--- src/rtl/sr_params.svh ---
// Timing, threshold and ramp constants for the rectifier sequencer
`ifndef SR_PARAMS_SVH
`define SR_PARAMS_SVH

`define SR_CLK_MHZ        200
`define SR_NS_PER_US      1000
`define SR_DT_SCALE_PF    3
`define SR_RD_MIN_K       20
`define SR_RD_MAX_K       100
`define SR_NODE_ONE_V     12'h400
`define SR_CHARGE_STEP    3'h1
`define SR_STOP_STEP      3'h3
`define SR_HICCUP_STEP    3'h6
`define SR_CHARGE_DIV     64
`define SR_WIDTH_SHIFT    4

`endif

--- src/rtl/sr_pkg.sv ---
// State types for the rectifier sequencer
package sr_pkg;

    typedef enum logic [1:0] {
        PH_LEAD,
        PH_POWER,
        PH_FREE
    } phase_state_t;

    typedef enum logic [1:0] {
        ND_HOLD,
        ND_CHARGE,
        ND_STOP,
        ND_DONE
    } node_state_t;

endpackage

--- src/rtl/sr_ramp.sv ---
// Rectifier soft-start node modelled as a rate-divided up/down counter
`timescale 1ns/1ps
`include "sr_params.svh"

module sr_ramp #(
    parameter int W   = 12,
    parameter int DIV = `SR_CHARGE_DIV
) (
    input  wire logic         ref_clk,
    input  wire logic         rst,
    input  wire logic         clear,
    input  wire logic         charge,
    input  wire logic         discharge,
    input  wire logic [2:0]   down_step,
    output logic      [W-1:0] level
);

    logic [15:0] div_cnt;
    logic        tick;

    assign tick = (div_cnt == 16'h0000);

    // Shared divider keeps charge and discharge rates in exact ratio
    always_ff @(posedge ref_clk) begin
        if (rst || tick) begin
            div_cnt <= 16'(DIV - 1);
        end else begin
            div_cnt <= div_cnt - 16'h0001;
        end
    end

    always_ff @(posedge ref_clk) begin
        if (rst || clear) begin
            level <= '0;
        end else if (tick && discharge) begin
            if (level > W'(down_step)) begin
                level <= level - W'(down_step);
            end else begin
                level <= '0;
            end
        end else if (tick && charge && level != {W{1'b1}}) begin
            level <= level + W'(`SR_CHARGE_STEP);
        end
    end

endmodule

--- src/rtl/sync_rectifier_sequencer.sv ---
// Bridge phase sequencing with synchronous rectifier dead-times and soft-start
//
// Behaviour
// Bridge runs diagonal A, all-off, diagonal B, all-off in turn.
// During diagonal A power, rectifier A on and rectifier B off.
// During diagonal B power, rectifier B on and rectifier A off.
// In steady freewheeling both rectifiers are on.
// Out-of-phase rectifier drops a leading dead-time before the next diagonal.
// Other rectifier returns a trailing dead-time after the primary pulse ends.
// Each dead-time is set resistance times 3 pF, resistance held to 20k..100k.
// After power-up the rectifier soft-start node stays discharged.
// Rectifiers stay off throughout primary soft-start.
// Node released only with primary soft-start above 2 V and error current low.
// Node charges steadily; rectifier soft-start begins past 1 V.
// Soft-start pulses both rectifiers in freewheel, leading edge moving earlier.
// At clock edge ending freewheel, in-phase stays on and other goes off.
// In soft-start the in-phase rectifier ends together with the primary pulse.
// Node forced low outside disables both rectifiers.
// Line in standby band soft-stops, ramping node down at three times.
// Node down to 1 V discharges both soft-start nodes; primary held till then.
// Hiccup runs the same soft-stop at six times the charging rate.
// Overvoltage, supply, reference or thermal faults drive all bridge and rectifier outputs low.
// Soft-stop disable turns every fault into a hard-stop.
// Thermal shutdown discharges both nodes, then normal restart after cooling.
// Analog comparisons arrive as flags; capacitor ramps are counters.
`timescale 1ns/1ps
`include "sr_params.svh"

module sync_rectifier_sequencer #(
    parameter int NODE_W = 12,
    parameter int CNT_W  = 16,
    parameter int DIV    = `SR_CHARGE_DIV
) (
    input  wire logic              ref_clk,
    input  wire logic              rst,
    input  wire logic              osc_pulse,
    input  wire logic              pwm_stop,
    input  wire logic [6:0]        leading_deadtime_set,
    input  wire logic [6:0]        trailing_deadtime_set,
    input  wire logic              ss_above_2v,
    input  wire logic              comp_current_low,
    input  wire logic              line_standby,
    input  wire logic              line_shutdown,
    input  wire logic              hiccup_request,
    input  wire logic              line_overvoltage_fault,
    input  wire logic              vcc_undervoltage,
    input  wire logic              ref_undervoltage,
    input  wire logic              thermal_limit,
    input  wire logic              soft_stop_disable,
    input  wire logic              node_forced_low,
    output logic                   bridge_a_high,
    output logic                   bridge_a_low,
    output logic                   bridge_b_high,
    output logic                   bridge_b_low,
    output logic                   rectifier_a_drive,
    output logic                   rectifier_b_drive,
    output logic                   primary_ss_discharge,
    output logic [NODE_W-1:0]      rectifier_softstart_node,
    output logic                   rectifier_softstart_active
);

    localparam logic [NODE_W-1:0] ONE_V = NODE_W'(`SR_NODE_ONE_V);
    localparam logic [NODE_W-1:0] FULL  = {NODE_W{1'b1}};

    sr_pkg::phase_state_t ph_state;
    sr_pkg::node_state_t  node_state;
    logic                 phase_b;
    logic [CNT_W-1:0]     dt_cnt;
    logic [CNT_W-1:0]     elapsed;
    logic [CNT_W-1:0]     last_half;
    logic [CNT_W-1:0]     lead_cycles;
    logic [CNT_W-1:0]     trail_cycles;
    logic [CNT_W-1:0]     remaining;
    logic [CNT_W-1:0]     pulse_width;
    logic [NODE_W-1:0]    level;
    logic                 hard_fault;
    logic                 soft_fault;
    logic                 run;
    logic                 ramp_on;
    logic                 steady;
    logic                 trail_done;
    logic                 node_clear;
    logic                 node_at_floor;
    logic [2:0]           down_step;
    logic                 next_rect_a;
    logic                 next_rect_b;

    // Dead-time in ns is kOhm times pF; rounded up to whole clock cycles
    function automatic logic [CNT_W-1:0] dt_cycles(input logic [6:0] r);
        int rk;
        int ns;
        rk = int'(r);
        if (rk < `SR_RD_MIN_K) begin
            rk = `SR_RD_MIN_K;
        end
        if (rk > `SR_RD_MAX_K) begin
            rk = `SR_RD_MAX_K;
        end
        ns = rk * `SR_DT_SCALE_PF;
        return CNT_W'((ns * `SR_CLK_MHZ + `SR_NS_PER_US - 1) / `SR_NS_PER_US);
    endfunction

    assign lead_cycles  = dt_cycles(leading_deadtime_set);
    assign trail_cycles = dt_cycles(trailing_deadtime_set);

    // Fault classes from synchronised comparator flags
    assign hard_fault = line_overvoltage_fault | vcc_undervoltage | ref_undervoltage
                      | thermal_limit | line_shutdown
                      | (soft_stop_disable & (line_standby | hiccup_request));
    assign soft_fault = ~soft_stop_disable & (line_standby | hiccup_request);

    assign down_step     = hiccup_request ? `SR_HICCUP_STEP : `SR_STOP_STEP;
    assign node_at_floor = (level <= ONE_V);
    assign node_clear    = (node_state == sr_pkg::ND_HOLD)
                        || (node_state == sr_pkg::ND_DONE)
                        || node_forced_low;

    sr_ramp #(
        .W   (NODE_W),
        .DIV (DIV)
    ) u_ramp (
        .ref_clk   (ref_clk),
        .rst       (rst),
        .clear     (node_clear),
        .charge    (node_state == sr_pkg::ND_CHARGE),
        .discharge (node_state == sr_pkg::ND_STOP),
        .down_step (down_step),
        .level     (level)
    );

    // Node sequencing: release, charge, soft-stop, full discharge
    always_ff @(posedge ref_clk) begin
        if (rst) begin
            node_state <= sr_pkg::ND_HOLD;
        end else begin
            unique case (node_state)
                sr_pkg::ND_HOLD: begin
                    if (!hard_fault && !soft_fault && !node_forced_low
                        && ss_above_2v && comp_current_low) begin
                        node_state <= sr_pkg::ND_CHARGE;
                    end
                end
                sr_pkg::ND_CHARGE: begin
                    if (hard_fault) begin
                        node_state <= sr_pkg::ND_DONE;
                    end else if (soft_fault) begin
                        node_state <= sr_pkg::ND_STOP;
                    end else if (node_forced_low) begin
                        node_state <= sr_pkg::ND_HOLD;
                    end
                end
                sr_pkg::ND_STOP: begin
                    if (hard_fault || node_at_floor) begin
                        node_state <= sr_pkg::ND_DONE;
                    end
                end
                sr_pkg::ND_DONE: begin
                    // Restart only once every fault has cleared
                    if (!hard_fault && !soft_fault) begin
                        node_state <= sr_pkg::ND_HOLD;
                    end
                end
            endcase
        end
    end

    // Primary soft-start held high during soft-stop until node reaches floor
    always_ff @(posedge ref_clk) begin
        if (rst) begin
            primary_ss_discharge <= 1'b1;
        end else begin
            primary_ss_discharge <= hard_fault
                || (node_state == sr_pkg::ND_DONE)
                || (node_state == sr_pkg::ND_STOP && node_at_floor);
        end
    end

    assign run = !hard_fault && (node_state != sr_pkg::ND_DONE);

    // Half-period measurement for leading-edge placement
    always_ff @(posedge ref_clk) begin
        if (rst) begin
            elapsed   <= '0;
            last_half <= '0;
        end else if (osc_pulse) begin
            elapsed   <= '0;
            last_half <= elapsed + CNT_W'(1);
        end else if (elapsed != {CNT_W{1'b1}}) begin
            elapsed <= elapsed + CNT_W'(1);
        end
    end

    // Bridge phase sequence; oscillator edge always starts a new half-cycle
    always_ff @(posedge ref_clk) begin
        if (rst) begin
            ph_state <= sr_pkg::PH_FREE;
            phase_b  <= 1'b1;
            dt_cnt   <= '0;
        end else if (osc_pulse) begin
            phase_b  <= ~phase_b;
            ph_state <= sr_pkg::PH_LEAD;
            dt_cnt   <= lead_cycles - CNT_W'(1);
        end else begin
            unique case (ph_state)
                sr_pkg::PH_LEAD: begin
                    if (dt_cnt == '0) begin
                        ph_state <= sr_pkg::PH_POWER;
                    end else begin
                        dt_cnt <= dt_cnt - CNT_W'(1);
                    end
                end
                sr_pkg::PH_POWER: begin
                    if (pwm_stop) begin
                        ph_state <= sr_pkg::PH_FREE;
                        // Full count: bridges drop one edge later, so gap starts there
                        dt_cnt   <= trail_cycles;
                    end
                end
                sr_pkg::PH_FREE: begin
                    if (dt_cnt != '0) begin
                        dt_cnt <= dt_cnt - CNT_W'(1);
                    end
                end
            endcase
        end
    end

    assign trail_done = (ph_state == sr_pkg::PH_FREE) && (dt_cnt == '0);

    // Bridges drive only after lead dead-time, so it eats primary on-time
    always_ff @(posedge ref_clk) begin
        if (rst || !run || ph_state != sr_pkg::PH_POWER || osc_pulse) begin
            bridge_a_high <= 1'b0;
            bridge_b_low  <= 1'b0;
            bridge_b_high <= 1'b0;
            bridge_a_low  <= 1'b0;
        end else begin
            bridge_a_high <= !phase_b;
            bridge_b_low  <= !phase_b;
            bridge_b_high <= phase_b;
            bridge_a_low  <= phase_b;
        end
    end

    assign ramp_on     = (node_state == sr_pkg::ND_CHARGE || node_state == sr_pkg::ND_STOP)
                      && (level > ONE_V) && !node_forced_low;
    assign steady      = (node_state == sr_pkg::ND_CHARGE) && (level == FULL);
    assign pulse_width = CNT_W'((level - ONE_V) >> `SR_WIDTH_SHIFT);
    assign remaining   = (last_half > elapsed) ? (last_half - elapsed) : '0;

    // Rectifier drive; osc_pulse deasserts the out-of-phase side at once
    always_comb begin
        next_rect_a = 1'b0;
        next_rect_b = 1'b0;
        if (hard_fault || !ramp_on || osc_pulse) begin
            next_rect_a = 1'b0;
            next_rect_b = 1'b0;
        end else if (ph_state != sr_pkg::PH_FREE) begin
            next_rect_a = !phase_b;
            next_rect_b = phase_b;
        end else if (steady) begin
            next_rect_a = !phase_b || trail_done;
            next_rect_b = phase_b || trail_done;
        end else begin
            // Narrow pulse ends at the clock edge; width grows with the node
            next_rect_a = (remaining <= pulse_width);
            next_rect_b = (remaining <= pulse_width);
        end
    end

    // In-phase rectifier keeps its level through the osc edge
    always_ff @(posedge ref_clk) begin
        if (rst) begin
            rectifier_a_drive <= 1'b0;
            rectifier_b_drive <= 1'b0;
        end else if (osc_pulse && !hard_fault && ramp_on) begin
            rectifier_a_drive <= rectifier_a_drive && phase_b;
            rectifier_b_drive <= rectifier_b_drive && !phase_b;
        end else begin
            rectifier_a_drive <= next_rect_a;
            rectifier_b_drive <= next_rect_b;
        end
    end

    always_ff @(posedge ref_clk) begin
        if (rst) begin
            rectifier_softstart_node   <= '0;
            rectifier_softstart_active <= 1'b0;
        end else begin
            rectifier_softstart_node   <= level;
            rectifier_softstart_active <= ramp_on && !steady;
        end
    end
endmodule

--- config.mk ---
export PLATFORM = sky130hd
export DESIGN_NAME = sync_rectifier_sequencer
export DESIGN_NICKNAME = d
export VERILOG_FILES = /design/src/rtl/sr_pkg.sv /design/src/rtl/sr_ramp.sv /design/src/rtl/sync_rectifier_sequencer.sv
export VERILOG_INCLUDE_DIRS = /design/src /design/src/rtl
export SDC_FILE = /design/constraint.sdc
export NUM_CORES = 1
export LEC_CHECK = 0
export ABC_CLOCK_PERIOD_IN_PS = 18600
export BUFFER_PORTS_ARGS = -buffer_cell sky130_fd_sc_hd__buf_2
export CORE_ASPECT_RATIO = 0.75
export CORE_MARGIN = 2
export CORE_UTILIZATION = 55
export CTS_CLUSTER_DIAMETER = 80
export DETAILED_ROUTE_END_ITERATION = 10
export PLACE_DENSITY = 0.72
export RECOVER_POWER = 100
export SLEW_MARGIN = 10
export SYNTH_ARGS = -nofsm -noshare
export SYNTH_HDL_FRONTEND = slang
export SYNTH_HIERARCHICAL = 1
export SYNTH_SLANG_ARGS = --single-unit
--- constraint.sdc ---
create_clock -name ref_clk -period 18.6 [get_ports ref_clk]
set_clock_uncertainty 0.05 [all_clocks]
set_input_delay 3.72 -clock ref_clk [delete_from_list [all_inputs] [get_ports ref_clk]]
set_output_delay 3.72 -clock ref_clk [all_outputs]
set_load 0.005 [all_outputs]
==> impl_metrics.env, run 1 <==
export IMPL_tns_ns=0
export IMPL_synth_edff_count=0
export IMPL_drv_slew=61
export IMPL_clkLatencyLatePin_ns=0.35
export IMPL_synthToLayoutAreaGrowth_pct=4.408
export IMPL_htree_levels=3
export IMPL_wl_mm=45.94
export IMPL_cts_buffers=9
export IMPL_final_cell_mix="187 x nor2_1, 153 x a21oi_1, 152 x nand2_1, 144 x ha_1, 115 x xnor2_1"
export IMPL_start_kind="input pin"
export IMPL_vias=16980
export IMPL_cp_arrival_ns=17.79
export IMPL_ys_async_sr_fraction_pct=0
export IMPL_routedWlPerCell_um=17.95
export IMPL_syn_avg_cell_area_um2=7.415
export IMPL_synth_nets=2365
export IMPL_reg2reg_to="rectifier_b_drive"
export IMPL_io_buffers=48
export IMPL_regToRegSetupSlack_ns=12.34
export IMPL_layout_nets=2345
export IMPL_r2r_start="elapsed[0]"
export IMPL_cp_max_fo=15
export IMPL_tritoncts="done"
export IMPL_clk_pin_slew_ns=0.07
export IMPL_clock_sinks=99
export IMPL_fp_coreArea_mm2=0.02899
export IMPL_place_hpwl_mm=35.75
export IMPL_drt_pass1_iter_count=6
export IMPL_io_pins=49
export IMPL_clockBufferDepth=2
export IMPL_die_x_um=202.0
export IMPL_critical_path_top_delay_family="compound AO/OA/AOI/OAI gates"
export IMPL_worst_hold_path_type="flip-flop to flip-flop"
export IMPL_die_h_um=152.5
export IMPL_syn_inst=2182
export IMPL_grt_usage_pct=29.14
export IMPL_max_slew_margin_rel_pct=-86.84
export IMPL_cp_slowest_cell="o311ai_0"
export IMPL_drive_gt1_share_pct=7.891
export IMPL_hold_viol=0
export IMPL_min_delay_start="u_ramp/div_cnt[0]"
export IMPL_drtIter0Drc=1783
export IMPL_initial_core_util_pct=55.82
export IMPL_crit_top_cell="ha_1"
export IMPL_worst_pin_slew_ns=2.803
export IMPL_synth_seq_cells=99
export IMPL_grt_max_degree=61
export IMPL_postRouteAntennaNets=0
export IMPL_outcome="finished with violations"
export IMPL_post_cts_buffers=0
export IMPL_timing_fmax_mhz=56.78
export IMPL_whs_endpoint="u_ramp/div_cnt[0]"
export IMPL_crit_required_ns=18.78
export IMPL_synth_warnings=6
export IMPL_period_share_pct=94.69
export IMPL_worst_setup_path_end_kind="flip-flop"
export IMPL_dieArea_mm2=0.03082
export IMPL_gp_congestion=0.9366
export IMPL_n_antenna_cell=0
export IMPL_grt_pass1_wl_mm=77.46
export IMPL_final_common_cell="nor2_1"
export IMPL_cp_slowest_stage_delay_ns=0.80
export IMPL_grt_pass1_vias=15760
export IMPL_root_buffer="clkbuf_16"
export IMPL_rsz0062_at_grt="no"
export IMPL_ff2ff_path_depth=36
export IMPL_worstHoldPathCells=1
export IMPL_setup_viol=0
export IMPL_drc=0
export IMPL_crit_type="input pin to flip-flop"
export IMPL_period_minus_slack_ns=17.61
export IMPL_grt_ovfl_total=0
export IMPL_viasPerCell=6.634
export IMPL_rows=54
export IMPL_antenna_found_initial=0
export IMPL_syn_area_mm2=0.01618
export IMPL_whs_ns=0.3555
export IMPL_maxCapViolations=1
export IMPL_violations="capacitance limit, slew limit"
export IMPL_critPathBufInv=4
export IMPL_synthFlopType="dfxtp_1"
export IMPL_ys_types=128
export IMPL_ys_seq_area_share_pct=12.25
## layout make-up
class	instances	area, um2
Clock buffer	11	252.7
Clock inverter	5	82.58
Fill cell	2726	12090
Inverter	103	386.6
Multi-Input combinational cell	1889	13390
Sequential cell	99	1982
Tap cell	392	490.5
Timing Repair Buffer	60	307.8
## worst max path at each step
stage / start / end / cells past startpoint
2_1_floorplan: leading_deadtime_set[0] / dt_cnt[10] / 53
3_3_place_gp: trailing_deadtime_set[5] / dt_cnt[0] / 42
3_5_place_dp: trailing_deadtime_set[5] / dt_cnt[0] / 43
4_1_cts: trailing_deadtime_set[5] / dt_cnt[0] / 42
5_1_grt: leading_deadtime_set[1] / dt_cnt[10] / 50
6_report: trailing_deadtime_set[5] / dt_cnt[0] / 43
## worst reg2reg max path, delay by kind of cell, from the launching register on
| kind | cells | cell delay (ns) |
|---|---|---|
| fa+ha+maj | 3 | 0.89 |
| flops | 1 | 0.43 |
| simple gates | 11 | 1.46 |
| buf+inv | 1 | 0.06 |
| compound gates | 21 | 3.33 |
## metrics by stage
stage,std cells,util (%),setup slack [ns],instance area (um2)
5_1_grt,2559,58.28,0.003988,16890
6_report,2559,58.28,0.9877,16890
3_3_place_gp,2543,57.22,0.7114,16580
4_1_cts,2559,58.37,0.7367,16920
3_5_place_dp,2543,57.22,0.4054,16580
2_1_floorplan,2182,-,3.417,16180
## Yosys cell counts, types with 10 or more instances
cell type	instances	area, um2
a41oi_1	10	87.58
xor2_1	38	332.8
o31ai_1	22	165.2
nand4_1	43	269.0
a221oi_1	12	105.1
and3_1	25	156.4
nor2_1	187	701.9
a311oi_1	11	96.34
dfxtp_1	99	1982
fa_1	10	200.2
ha_1	144	1802
nor3_1	85	425.4
a31oi_1	33	206.5
mux2i_1	18	180.2
o22ai_1	13	81.33
nand2b_1	27	168.9
a21oi_1	153	765.7
o211ai_1	36	270.3
inv_1	101	379.1
xnor2_1	115	1007
nor4_1	30	187.7
a211o_1	11	96.34
nor3b_1	11	82.58
nor2b_1	17	106.4
o21a_1	26	195.2
and2_1	43	269.0
a21o_1	47	352.8
or4_1	12	90.09
or3_1	33	206.5
buf_2	16	80.08
o21ai_0	97	485.5
or2_2	16	100.1
mux2_2	11	123.9
nand3_1	84	420.4
a211oi_1	52	390.4
clkbuf_1	56	210.2
nand2_1	152	570.6
o31a_1	12	105.1
## registers in the layout (all words and copies together), names as in the netlist, named ones only
signal	count
node_state	1
rectifier_softstart_active	1
last_half	16
bridge_b_low	1
dt_cnt	16
phase_b	1
ph_state	2
bridge_b_high	1
rectifier_b_drive	1
u_ramp/level	12
rectifier_softstart_node	12
u_ramp/div_cnt	16
elapsed	16
primary_ss_discharge	1
rectifier_a_drive	1
## cells by family after synthesis
family | share of synthesized area, %
compound gates | 32.67
flops | 12.25
other cells | 0.02318
buf+inv | 4.988
simple gates | 27.07
fa+ha+maj | 12.50
mux | 2.127
xor+xnor | 8.383
## timing repair
item                                    4_1_cts  5_1_grt
resized for setup                             0        6
hold buffers                                  0        0
endpoints found under the setup margin        0        7
endpoints found under the hold margin         0        0
## routing by layer
| layer | up-vias | GRT usage, % | part of all wire (%) |
|---|---|---|---|
| met1 | 7924 | 43.25 | 48 |
| met3 | 71 | 3.935 | 7.1 |
| met2 | 685 | 44.84 | 43 |
| met5 | - | 0 | 0 |
| li1 | 8296 | - | - |
| met4 | 0 | 5.742 | 1.3 |
Power of run 1 is left out: the tool's default activity adds up to more than one toggle a clock period on the data nets, which glitch-free logic cannot reach.
==> inputs of run 2 (changes only) <==
--- a/config.mk
+++ b/config.mk
@@ -8,12 +8,14 @@
 export LEC_CHECK = 0
 export ABC_CLOCK_PERIOD_IN_PS = 18600
 export BUFFER_PORTS_ARGS = -buffer_cell sky130_fd_sc_hd__buf_2
+export CELL_PAD_IN_SITES_DETAIL_PLACEMENT = 1
+export CELL_PAD_IN_SITES_GLOBAL_PLACEMENT = 1
 export CORE_ASPECT_RATIO = 0.75
 export CORE_MARGIN = 2
-export CORE_UTILIZATION = 55
+export CORE_UTILIZATION = 49
 export CTS_CLUSTER_DIAMETER = 80
 export DETAILED_ROUTE_END_ITERATION = 10
-export PLACE_DENSITY = 0.72
+export PLACE_DENSITY_LB_ADDON = 0.1
 export RECOVER_POWER = 100
 export SLEW_MARGIN = 10
 export SYNTH_ARGS = -nofsm -noshare
==> impl_metrics.env, run 2 (synthesis results as in run 1) <==
export IMPL_outcome="complete, no violations"
export IMPL_whs_endpoint="u_ramp/div_cnt[0]"
export IMPL_place_hpwl_mm=41.83
export IMPL_grt_max_degree=56
export IMPL_critical_path_top_delay_family="compound AO/OA/AOI/OAI gates"
export IMPL_crit_top_cell="ha_1"
export IMPL_grt_ovfl_total=0
export IMPL_period_minus_slack_ns=17.60
export IMPL_clkLatencyLatePin_ns=0.38
export IMPL_worst_hold_path_type="flip-flop to flip-flop"
export IMPL_io_buffers=48
export IMPL_htree_levels=3
export IMPL_wl_mm=53.17
export IMPL_dieArea_mm2=0.03450
export IMPL_grt_usage_pct=30.83
export IMPL_tns_ns=0
export IMPL_crit_required_ns=18.81
export IMPL_viasPerCell=6.571
export IMPL_ff2ff_path_depth=36
export IMPL_hold_viol=0
export IMPL_n_antenna_cell=0
export IMPL_die_h_um=161.4
export IMPL_maxCapViolations=0
export IMPL_critPathBufInv=4
export IMPL_cp_max_fo=15
export IMPL_reg2reg_to="rectifier_b_drive"
export IMPL_grt_pass1_vias=17320
export IMPL_final_common_cell="nor2_1"
export IMPL_io_pins=49
export IMPL_fp_coreArea_mm2=0.03245
export IMPL_drive_gt1_share_pct=8.068
export IMPL_fillers=4123
export IMPL_final_cell_mix="187 x nor2_1, 153 x a21oi_1, 152 x nand2_1, 144 x ha_1, 115 x xnor2_1"
export IMPL_initial_core_util_pct=49.86
export IMPL_drtIter0Drc=1127
export IMPL_cp_slowest_stage_delay_ns=0.80
export IMPL_antenna_found_initial=0
export IMPL_clockBufferDepth=2
export IMPL_max_slew_margin_rel_pct=5.272
export IMPL_regToRegSetupSlack_ns=12.35
export IMPL_rows=57
export IMPL_vias=17160
export IMPL_drv_slew=0
export IMPL_timing_fmax_mhz=56.81
export IMPL_start_kind="input pin"
export IMPL_r2r_start="elapsed[0]"
export IMPL_grt_pass1_wl_mm=89.00
export IMPL_cts_buffers=9
export IMPL_rsz0062_at_grt="no"
export IMPL_setup_viol=0
export IMPL_root_buffer="clkbuf_16"
export IMPL_drt_pass1_iter_count=5
export IMPL_multi_input_area_mm2=0.01340
export IMPL_die_x_um=213.8
export IMPL_period_share_pct=94.64
export IMPL_cp_slowest_cell="o311ai_0"
export IMPL_gp_congestion=0.9377
export IMPL_routedWlPerCell_um=20.37
export IMPL_synthToLayoutAreaGrowth_pct=4.656
export IMPL_drc=0
export IMPL_worst_pin_slew_ns=1.421
export IMPL_worst_setup_path_end_kind="flip-flop"
export IMPL_ff_latch_area_mm2=0.001982
export IMPL_crit_type="input pin to flip-flop"
export IMPL_tritoncts="done"
export IMPL_cts_hold_buf=0
export IMPL_worstHoldPathCells=1
export IMPL_layout_nets=2347
export IMPL_min_delay_start="u_ramp/div_cnt[0]"
export IMPL_postRouteAntennaNets=0
export IMPL_clk_pin_slew_ns=0.08
export IMPL_clock_sinks=99
export IMPL_cp_arrival_ns=17.82
==> run 2: area by class of cell <==
| type | count | share of cell area (%) |
|---|---|---|
| multi-input cells | 1889 | 79.15 |
| flip-flops and latches | 99 | 11.70 |
| well taps | 442 | 3.266 |
| inverters | 103 | 2.283 |
| repair buffers | 62 | 1.921 |
| clock buffers | 9 | 1.330 |
| clock inverters | 7 | 0.3473 |
==> run 2: how the worst max path moves through the flow <==
| stage | start | endpoint | slack, ns | cells after the start |
|---|---|---|---|---|
| floorplan | leading_deadtime_set[0] | dt_cnt[10] | 3.42 | 53 |
| global placement | trailing_deadtime_set[5] | dt_cnt[0] | 0.60 | 43 |
| detailed placement | trailing_deadtime_set[5] | dt_cnt[0] | 0.04 | 43 |
| CTS | trailing_deadtime_set[5] | dt_cnt[0] | 0.40 | 43 |
| global route | leading_deadtime_set[0] | dt_cnt[12] | 0.01 | 51 |
| finish | trailing_deadtime_set[5] | dt_cnt[0] | 1.0 | 43 |
==> run 2: layer usage <==
layer	GRT usage [%]	vias to the layer above	share of wire (%)
met5	0	-	0
met4	5.745	0	1.1
met3	4.103	53	5.2
met2	49.82	414	45
met1	43.92	8400	48
li1	-	8291	-
==> run 2: through the flow <==
step | area, um2 | setup slack (ns) | cells | hold slack (ns) | utilization [%]
floorplan | 16180 | 3.417 | 2182 | 0.3215 | -
global placement | 16660 | 0.5956 | 2595 | 0.3377 | 51.35
detailed placement | 16660 | 0.03507 | 2595 | 0.3411 | 51.35
CTS | 16950 | 0.4027 | 2611 | 0.3581 | 52.22
global route | 16930 | 0.01298 | 2611 | 0.3771 | 52.18
finish | 16930 | 0.9965 | 2611 | 0.3580 | 52.18
==> run 2: timing repair <==
item	in CTS	in global routing
gates resized for setup	0	7
setup endpoints to repair	0	2
buffers inserted	0	0
Power of run 2 is left out for the same reason.
